$ cat config.mk
export PLATFORM = sky130hd
export DESIGN_NAME = cwm_watchdog_flat
export DESIGN_NICKNAME = d
export VERILOG_FILES = /design/src/inc/cwm_pkg.sv /design/src/inc/cwm_link_if.sv /design/src/verilog/cwm_watchdog.sv /design/src/flat_wrapper.sv
export SDC_FILE = /design/constraint.sdc
export NUM_CORES = 1
export LEC_CHECK = 0
export ABC_AREA = 1
export BUFFER_PORTS_ARGS = -buffer_cell sky130_fd_sc_hd__buf_2
export CAP_MARGIN = 20
export CORE_MARGIN = 4
export CORE_UTILIZATION = 58
export CTS_CLUSTER_DIAMETER = 100
export DETAILED_ROUTE_END_ITERATION = 7
export GPL_ROUTABILITY_DRIVEN = 1
export GPL_TIMING_DRIVEN = 1
export HOLD_SLACK_MARGIN = 0.1
export PLACE_DENSITY = 0.76
export SYNTH_ARGS = -nofsm -noshare
export SYNTH_HDL_FRONTEND = slang
export SYNTH_SLANG_ARGS = --single-unit
$ cat constraint.sdc
create_clock -name CLK -period 2.35 [get_ports CLK]
set_clock_uncertainty 0.1 [all_clocks]
set_input_delay 0.1175 -clock CLK [delete_from_list [all_inputs] [get_ports CLK]]
set_output_delay 0.1175 -clock CLK [all_outputs]
set_load 0.02 [all_outputs]
$ cat src/inc/cwm_pkg.sv
// package of packet words, field positions and timing counts for the config watchdog
package cwm_pkg;
   localparam int          WORD_W          = 32;
   localparam int          CNT_W           = 30;
   localparam int          PREDIV          = 256;
   localparam int          PREDIV_W        = 8;
   localparam logic [31:0] WORD_DUMMY      = 32'hffffffff;
   localparam logic [31:0] WORD_SYNC       = 32'haa995566;
   localparam logic [31:0] WORD_NOOP       = 32'h20000000;
   localparam logic [31:0] HDR_CMD_WR1     = 32'h30008001;
   localparam logic [31:0] HDR_TIMER_WR1   = 32'h30022001;
   localparam logic [31:0] CMD_NULL        = 32'h00000000;
   localparam logic [31:0] CMD_RELOAD      = 32'h00000011;
   localparam logic [31:0] CMD_RELEASE     = 32'h0000000d;
   localparam int          BIT_CFG_MON     = 30;
   localparam int          BIT_USR_MON     = 31;
   localparam logic [29:0] TIMER_RST       = 30'h00000000;
   localparam int          SEQ_LEN_RELOAD  = 12;
   localparam int          SEQ_LEN_TIMER   = 9;

   typedef enum logic [1:0] {
      CWM_ST_IDLE   = 2'b00,
      CWM_ST_SYNCED = 2'b01,
      CWM_ST_CMDARG = 2'b10,
      CWM_ST_TMRARG = 2'b11
   } cwm_port_state_t;
endpackage

$ cat src/inc/cwm_link_if.sv
// interface carrying configuration packet words from the source to the watchdog
interface cwm_link_if;
   logic [31:0] word;
   logic        word_valid;

   modport watchdog (input word, input word_valid);
   modport source   (output word, output word_valid);
endinterface

$ cat src/verilog/cwm_watchdog.sv
// watchdog end: packet decoder, prescaler and 30-bit countdown with fallback request
import cwm_pkg::*;

// Overview of operation
// - source writes timer with config-monitor bit set
// - countdown should cover whole load and startup
// - enabled watchdog counts down from loaded value
// - zero before startup done: error, fallback load
// - source writes timer with user-monitor bit set
// - reload command or timer write restarts count
// - shutdown or power down disables watchdog
// - dummy, sync, no-op open each sequence
// - reload via command header and 00000011 word
// - timer header then word is new timer
// - sequences end with release command and no-op
// - counter is thirty bits wide
// - counter steps once per 256 oscillator ticks
// - disabled during and after fallback until reprogram
module cwm_watchdog #(
   parameter int PRESCALE = cwm_pkg::PREDIV
) (
   input  wire logic  CLK,
   input  wire logic  RST_N,
   input  wire logic  CE,
   cwm_link_if.watchdog LINK,
   input  wire logic  STARTUP_DONE,
   input  wire logic  SHUTDOWN,
   input  wire logic  POWER_DOWN,
   input  wire logic  REPROGRAM_OK,
   output logic       TIMEOUT_ERR,
   output logic       FALLBACK_REQ,
   output logic       FALLBACK_ACTIVE,
   output logic       CFG_MON_ON,
   output logic       USR_MON_ON,
   output logic [29:0] COUNT
);
   import cwm_pkg::*;

   cwm_port_state_t          state_ff;
   logic [CNT_W-1:0]         count_ff;
   logic [CNT_W-1:0]         reload_ff;
   logic                     cfg_mon_ff;
   logic                     usr_mon_ff;
   logic [PREDIV_W-1:0]      div_ff;
   logic                     tick;
   logic                     err_ff;
   logic                     fb_req_ff;
   logic                     fb_lock_ff;
   logic                     cmd_hdr;
   logic                     tmr_hdr;
   logic                     reload_cmd;
   logic                     release_cmd;
   logic                     tmr_write;
   logic                     enabled;
   logic                     kill;
   logic                     expire;

   // decode of words arriving on the packet port
   assign cmd_hdr     = LINK.word_valid && state_ff == CWM_ST_SYNCED && LINK.word == HDR_CMD_WR1;
   assign tmr_hdr     = LINK.word_valid && state_ff == CWM_ST_SYNCED && LINK.word == HDR_TIMER_WR1;
   assign reload_cmd  = LINK.word_valid && state_ff == CWM_ST_CMDARG && LINK.word == CMD_RELOAD;
   assign release_cmd = LINK.word_valid && state_ff == CWM_ST_CMDARG && LINK.word == CMD_RELEASE;
   assign tmr_write   = LINK.word_valid && state_ff == CWM_ST_TMRARG;
   assign enabled     = cfg_mon_ff || usr_mon_ff;
   assign kill        = SHUTDOWN || POWER_DOWN;
   assign expire      = enabled && tick && count_ff == '0;

   // predivider tick; a parameter so a bench can shorten it
   assign tick = (div_ff == PREDIV_W'(PRESCALE - 1));

   // port framing: nothing is decoded until the sync word is seen
   always_ff @(posedge CLK) begin
      if (!RST_N) begin
         state_ff <= CWM_ST_IDLE;
      end else if (CE && LINK.word_valid) begin
         unique case (state_ff)
            CWM_ST_IDLE:   state_ff <= (LINK.word == WORD_SYNC) ? CWM_ST_SYNCED : CWM_ST_IDLE;
            CWM_ST_SYNCED: begin
               if (cmd_hdr) begin
                  state_ff <= CWM_ST_CMDARG;
               end else if (tmr_hdr) begin
                  state_ff <= CWM_ST_TMRARG;
               end else begin
                  state_ff <= CWM_ST_SYNCED;  // dummy and no-op words are skipped
               end
            end
            CWM_ST_CMDARG: state_ff <= release_cmd ? CWM_ST_IDLE : CWM_ST_SYNCED;
            CWM_ST_TMRARG: state_ff <= CWM_ST_SYNCED;
         endcase
      end
   end

   // prescaler only runs while a monitor is on, so every reload starts a full period
   always_ff @(posedge CLK) begin
      if (!RST_N) begin
         div_ff <= '0;
      end else if (CE) begin
         if (!enabled || tmr_write || reload_cmd) begin
            div_ff <= '0;
         end else if (tick) begin
            div_ff <= '0;
         end else begin
            div_ff <= div_ff + 1'b1;
         end
      end
   end

   // monitor enables and reload value; shutdown and fallback lock override writes
   always_ff @(posedge CLK) begin
      if (!RST_N) begin
         cfg_mon_ff <= 1'b0;
         usr_mon_ff <= 1'b0;
         reload_ff  <= TIMER_RST;
      end else if (CE) begin
         if (tmr_write) begin
            reload_ff <= LINK.word[CNT_W-1:0];
         end
         if (kill || expire || (fb_lock_ff && !REPROGRAM_OK)) begin
            cfg_mon_ff <= 1'b0;
            usr_mon_ff <= 1'b0;
         end else if (tmr_write) begin
            cfg_mon_ff <= LINK.word[BIT_CFG_MON];
            usr_mon_ff <= LINK.word[BIT_USR_MON];
         end else if (cfg_mon_ff && STARTUP_DONE) begin
            cfg_mon_ff <= 1'b0;  // startup reached its end: load supervision is over
         end
      end
   end

   // countdown: restart on timer write or reload command
   always_ff @(posedge CLK) begin
      if (!RST_N) begin
         count_ff <= TIMER_RST;
      end else if (CE) begin
         if (tmr_write) begin
            count_ff <= LINK.word[CNT_W-1:0];
         end else if (reload_cmd && enabled) begin
            count_ff <= reload_ff;
         end else if (enabled && tick && count_ff != '0) begin
            count_ff <= count_ff - 1'b1;
         end
      end
   end

   // time-out flag and one-cycle fallback request; lock holds until a good reprogram
   always_ff @(posedge CLK) begin
      if (!RST_N) begin
         err_ff     <= 1'b0;
         fb_req_ff  <= 1'b0;
         fb_lock_ff <= 1'b0;
      end else if (CE) begin
         fb_req_ff <= expire && !kill && !(cfg_mon_ff && STARTUP_DONE);
         if (expire && !kill && !(cfg_mon_ff && STARTUP_DONE)) begin
            err_ff     <= 1'b1;
            fb_lock_ff <= 1'b1;
         end else if (REPROGRAM_OK) begin
            err_ff     <= 1'b0;
            fb_lock_ff <= 1'b0;
         end
      end
   end

   // registered outputs
   always_ff @(posedge CLK) begin
      if (!RST_N) begin
         TIMEOUT_ERR     <= 1'b0;
         FALLBACK_REQ    <= 1'b0;
         FALLBACK_ACTIVE <= 1'b0;
         CFG_MON_ON      <= 1'b0;
         USR_MON_ON      <= 1'b0;
         COUNT           <= '0;
      end else if (CE) begin
         TIMEOUT_ERR     <= err_ff;
         FALLBACK_REQ    <= fb_req_ff;
         FALLBACK_ACTIVE <= fb_lock_ff;
         CFG_MON_ON      <= cfg_mon_ff;
         USR_MON_ON      <= usr_mon_ff;
         COUNT           <= count_ff;
      end
   end
endmodule
$ cat src/flat_wrapper.sv
// flat-port wrapper written by rule: the top's interface ports become plain ports
module cwm_watchdog_flat import cwm_pkg::*;
#(
   parameter int PRESCALE = cwm_pkg::PREDIV
)
  (CLK, RST_N, CE, STARTUP_DONE, SHUTDOWN, POWER_DOWN, REPROGRAM_OK, TIMEOUT_ERR, FALLBACK_REQ, FALLBACK_ACTIVE, CFG_MON_ON, USR_MON_ON, COUNT, LINK_word, LINK_word_valid);
  cwm_link_if LINK_i ();
  input  wire logic CLK;
  input  wire logic RST_N;
  input  wire logic CE;
  input  wire logic STARTUP_DONE;
  input  wire logic SHUTDOWN;
  input  wire logic POWER_DOWN;
  input  wire logic REPROGRAM_OK;
  output logic TIMEOUT_ERR;
  output logic FALLBACK_REQ;
  output logic FALLBACK_ACTIVE;
  output logic CFG_MON_ON;
  output logic USR_MON_ON;
  output logic [29:0] COUNT;
  input wire logic [$bits(LINK_i.word)-1:0] LINK_word;
  input wire logic [$bits(LINK_i.word_valid)-1:0] LINK_word_valid;
  assign LINK_i.word = LINK_word;
  assign LINK_i.word_valid = LINK_word_valid;
  cwm_watchdog #(.PRESCALE(PRESCALE)) u_core (.CLK(CLK), .RST_N(RST_N), .CE(CE), .LINK(LINK_i), .STARTUP_DONE(STARTUP_DONE), .SHUTDOWN(SHUTDOWN), .POWER_DOWN(POWER_DOWN), .REPROGRAM_OK(REPROGRAM_OK), .TIMEOUT_ERR(TIMEOUT_ERR), .FALLBACK_REQ(FALLBACK_REQ), .FALLBACK_ACTIVE(FALLBACK_ACTIVE), .CFG_MON_ON(CFG_MON_ON), .USR_MON_ON(USR_MON_ON), .COUNT(COUNT));
endmodule
==> impl_metrics.tcl <==
set metrics [dict create \
    status "finished clean" \
    wl_um 18500 \
    drc 0 \
    clock_latency_ps 370 \
    post_drt_wl_per_cell_um 15.8 \
    final_nets 1070 \
    ys_seq_area_share_pct 36.4 \
    port_buffers 74 \
    hold_end "u_core.count_ff[29]" \
    crit_path_end_kind "flop" \
    post-route-period-util_pct 95.0 \
    drv_slew 0 \
    placedInstanceArea_mm2 0.00641 \
    min_delay_path_depth 3 \
    place_inst 1114 \
    viasPerCell 5.60 \
    utilization_pct 71.1 \
    worst-endpoint-arrival_ps 2400 \
    antennaDiodeCount 0 \
    power_mw 3.49 \
    crit_required_ps 2520 \
    drt_iter0_markers 732 \
    reg2reg_from "u_core.cfg_mon_ff" \
    syn_inst 935 \
    p_per_area_mw_per_mm2 497 \
    drtPass1Iterations 8 \
    r2r_setup_slack_ps 120 \
    hold_viol 0 \
    finalSetupViolCount 0 \
    min_from "RST_N" \
    clk_pin_slew_ps 100 \
    htree_num_levels 3 \
    ff2ff_path_depth 9 \
    peakVddDrop_v 0.000373 \
    numClockSinks 108 \
    dp_slack_ps 183 \
    overflow 0 \
    finalInstanceArea_mm2 0.00701 \
    dieWidth_um 109 \
    cp-start-kind "flop" \
    ys.warnings.count 0 \
    stdcell_count 1166 \
    leakage_nw 3.28 \
    initial_core_util_pct 60.3 \
    gp_congestion 0.958 \
    post_cts_buffers 0 \
    clock-root-buffer "clkbuf_8" \
    fmax_ghz 0.448 \
    fin_tns_setup_ps 0 \
    final.min_clock_period_ps 2230 \
    ant_nets 0 \
    worst_hold_slack_ps 126 \
    hp-class "in2reg" \
    worst_slack_ps 118 \
    final_layout_size_suffix_gt1_share_pct 13.6 \
    critical_path_class "reg2reg" \
    crit_fanout 22 \
    slew_headroom_pct 43.2 \
    fp.dieH_um 109 \
    die_area_mm2 0.0119 \
    area_growth_syn_to_layout_pct 18.0 \
    synth_area_mm2 0.00595 \
    io_pins 75 \
    worst_pin_slew_ps 851 \
    clk_path_buf_depth 2 \
    grt_max_degree 65 \
    synth_area_per_cell_um2 6.36 \
    rows 36 \
    cts_tree "done" \
    track_usage_pct 31.7 \
    place_hpwl_um 13200 \
    first_global_vias 5975 \
    core_mm2 0.00986 \
    grt_pass1_wl_um 29700 \
    synth.distinct_cells 34 \
    ys_ff_latch 108 \
    num_vias 6526 \
    max_cap_violations 0 \
    synth_fp_nets 977 \
    grt_setup_unrepaired "true" \
    cts_made_buffers 9 \
    r2r_end "u_core.count_ff[2]" \
    antenna_found_initial 0 \
]
-- worst max path at each step --
stage	start	end	slack (ps)	cells past startpoint
finish	u_core.cfg_mon_ff	u_core.count_ff[2]	120	9
global route	LINK_word[21]	u_core.count_ff[23]	-10	15
CTS	LINK_word[21]	u_core.count_ff[28]	40	15
detailed placement	u_core.count_ff[0]	u_core.cfg_mon_ff	180	11
global placement	LINK_word[21]	u_core.count_ff[25]	190	14
floorplan	u_core.count_ff[0]	u_core.count_ff[2]	500	14
-- cells by family after synthesis --
logic type | synth area share [%]
and+or+nand+nor | 35.9
AOI/OAI and AO/OA | 15.2
buffers and inverters | 9.60
DFF | 36.4
xor gates and xnor gates | 2.50
adders and majority gates | 0.421
-- cells in the mapped netlist (all sizes together) --
master  number  area [um^2]
nand4       30          188
nand3       56          318
xor2        14          123
o21ai       90          450
o221a        4         45.0
nand2      215          817
clkbuf      27          101
nand3b       4         30.0
nor3         7         35.0
buf         16          100
inv         95          362
nor2       171          683
a21oi       79          395
xnor2        3         26.3
ha           2         25.0
clkinv       2         7.51
dfxtp      108         2160
a211oi       1         7.51
and3         2         12.5
o21bai       1         7.51
nor4         3         18.8
or2          5         31.3
-- registers in the layout, indices dropped and copies added (netlist names), 2 cells and up --
signal / cells
u_core.COUNT: 30
u_core.count_ff: 30
u_core.div_ff: 8
u_core.reload_ff: 30
u_core.state_ff: 2
-- placed cells by master, fill, tap and decap left out, drive strengths merged, types with 4 or more instances in the layout --
master	Yosys	layout
dlygate4sd3	0	36
or2	5	5
o21ai	90	90
buf	16	89
o221a	4	4
nand2	215	215
inv	95	95
a21oi	79	79
xor2	14	14
clkbuf	27	10
nor3	7	7
nand3	56	56
nor2	171	171
nand3b	4	4
dfxtp	108	108
nand4	30	30
-- area by class of cell --
cell class	count	area [um^2]
Clock inverter	6	87.6
Fill cell	835	2850
Timing Repair Buffer	125	856
Inverter	97	372
Multi-Input combinational cell	687	3230
Sequential cell	108	2160
Clock buffer	10	138
Tap cell	133	166
-- worst max-delay path: stages (launching register included) --
cell	delay [ps]
dfxtp_1	350
nor2_1	280
clkinv_1	390
nand3_4	230
buf_4	270
nand2_1	90
o21ai_0	80
nand2_1	70
a21oi_1	190
nor2_1	80
-- per-layer routing --
metal | vias up | share of wire [%] | GRT usage, %
li1 | 3200 | - | -
met1 | 2915 | 44 | 44.5
met2 | 360 | 43 | 48.2
met3 | 51 | 9.3 | 4.26
met4 | 0 | 3.8 | 14.9
met5 | - | 0 | 0
-- what timing repair did --
action	CTS	global route
resized for setup	0	7
hold buffers	36	0
endpoints found under the hold margin	57	0
setup endpoints to repair	0	18
-- where the power goes --
part | leakage (nW) | switching (mW) | internal (mW)
clock | 0.105 | 0.652 | 0.627
combinational | 2.30 | 0.208 | 0.125
sequential | 0.876 | 0.0138 | 1.86
total | 3.28 | 0.874 | 2.61
No activity file was read; power rests on OpenSTA's default activity.
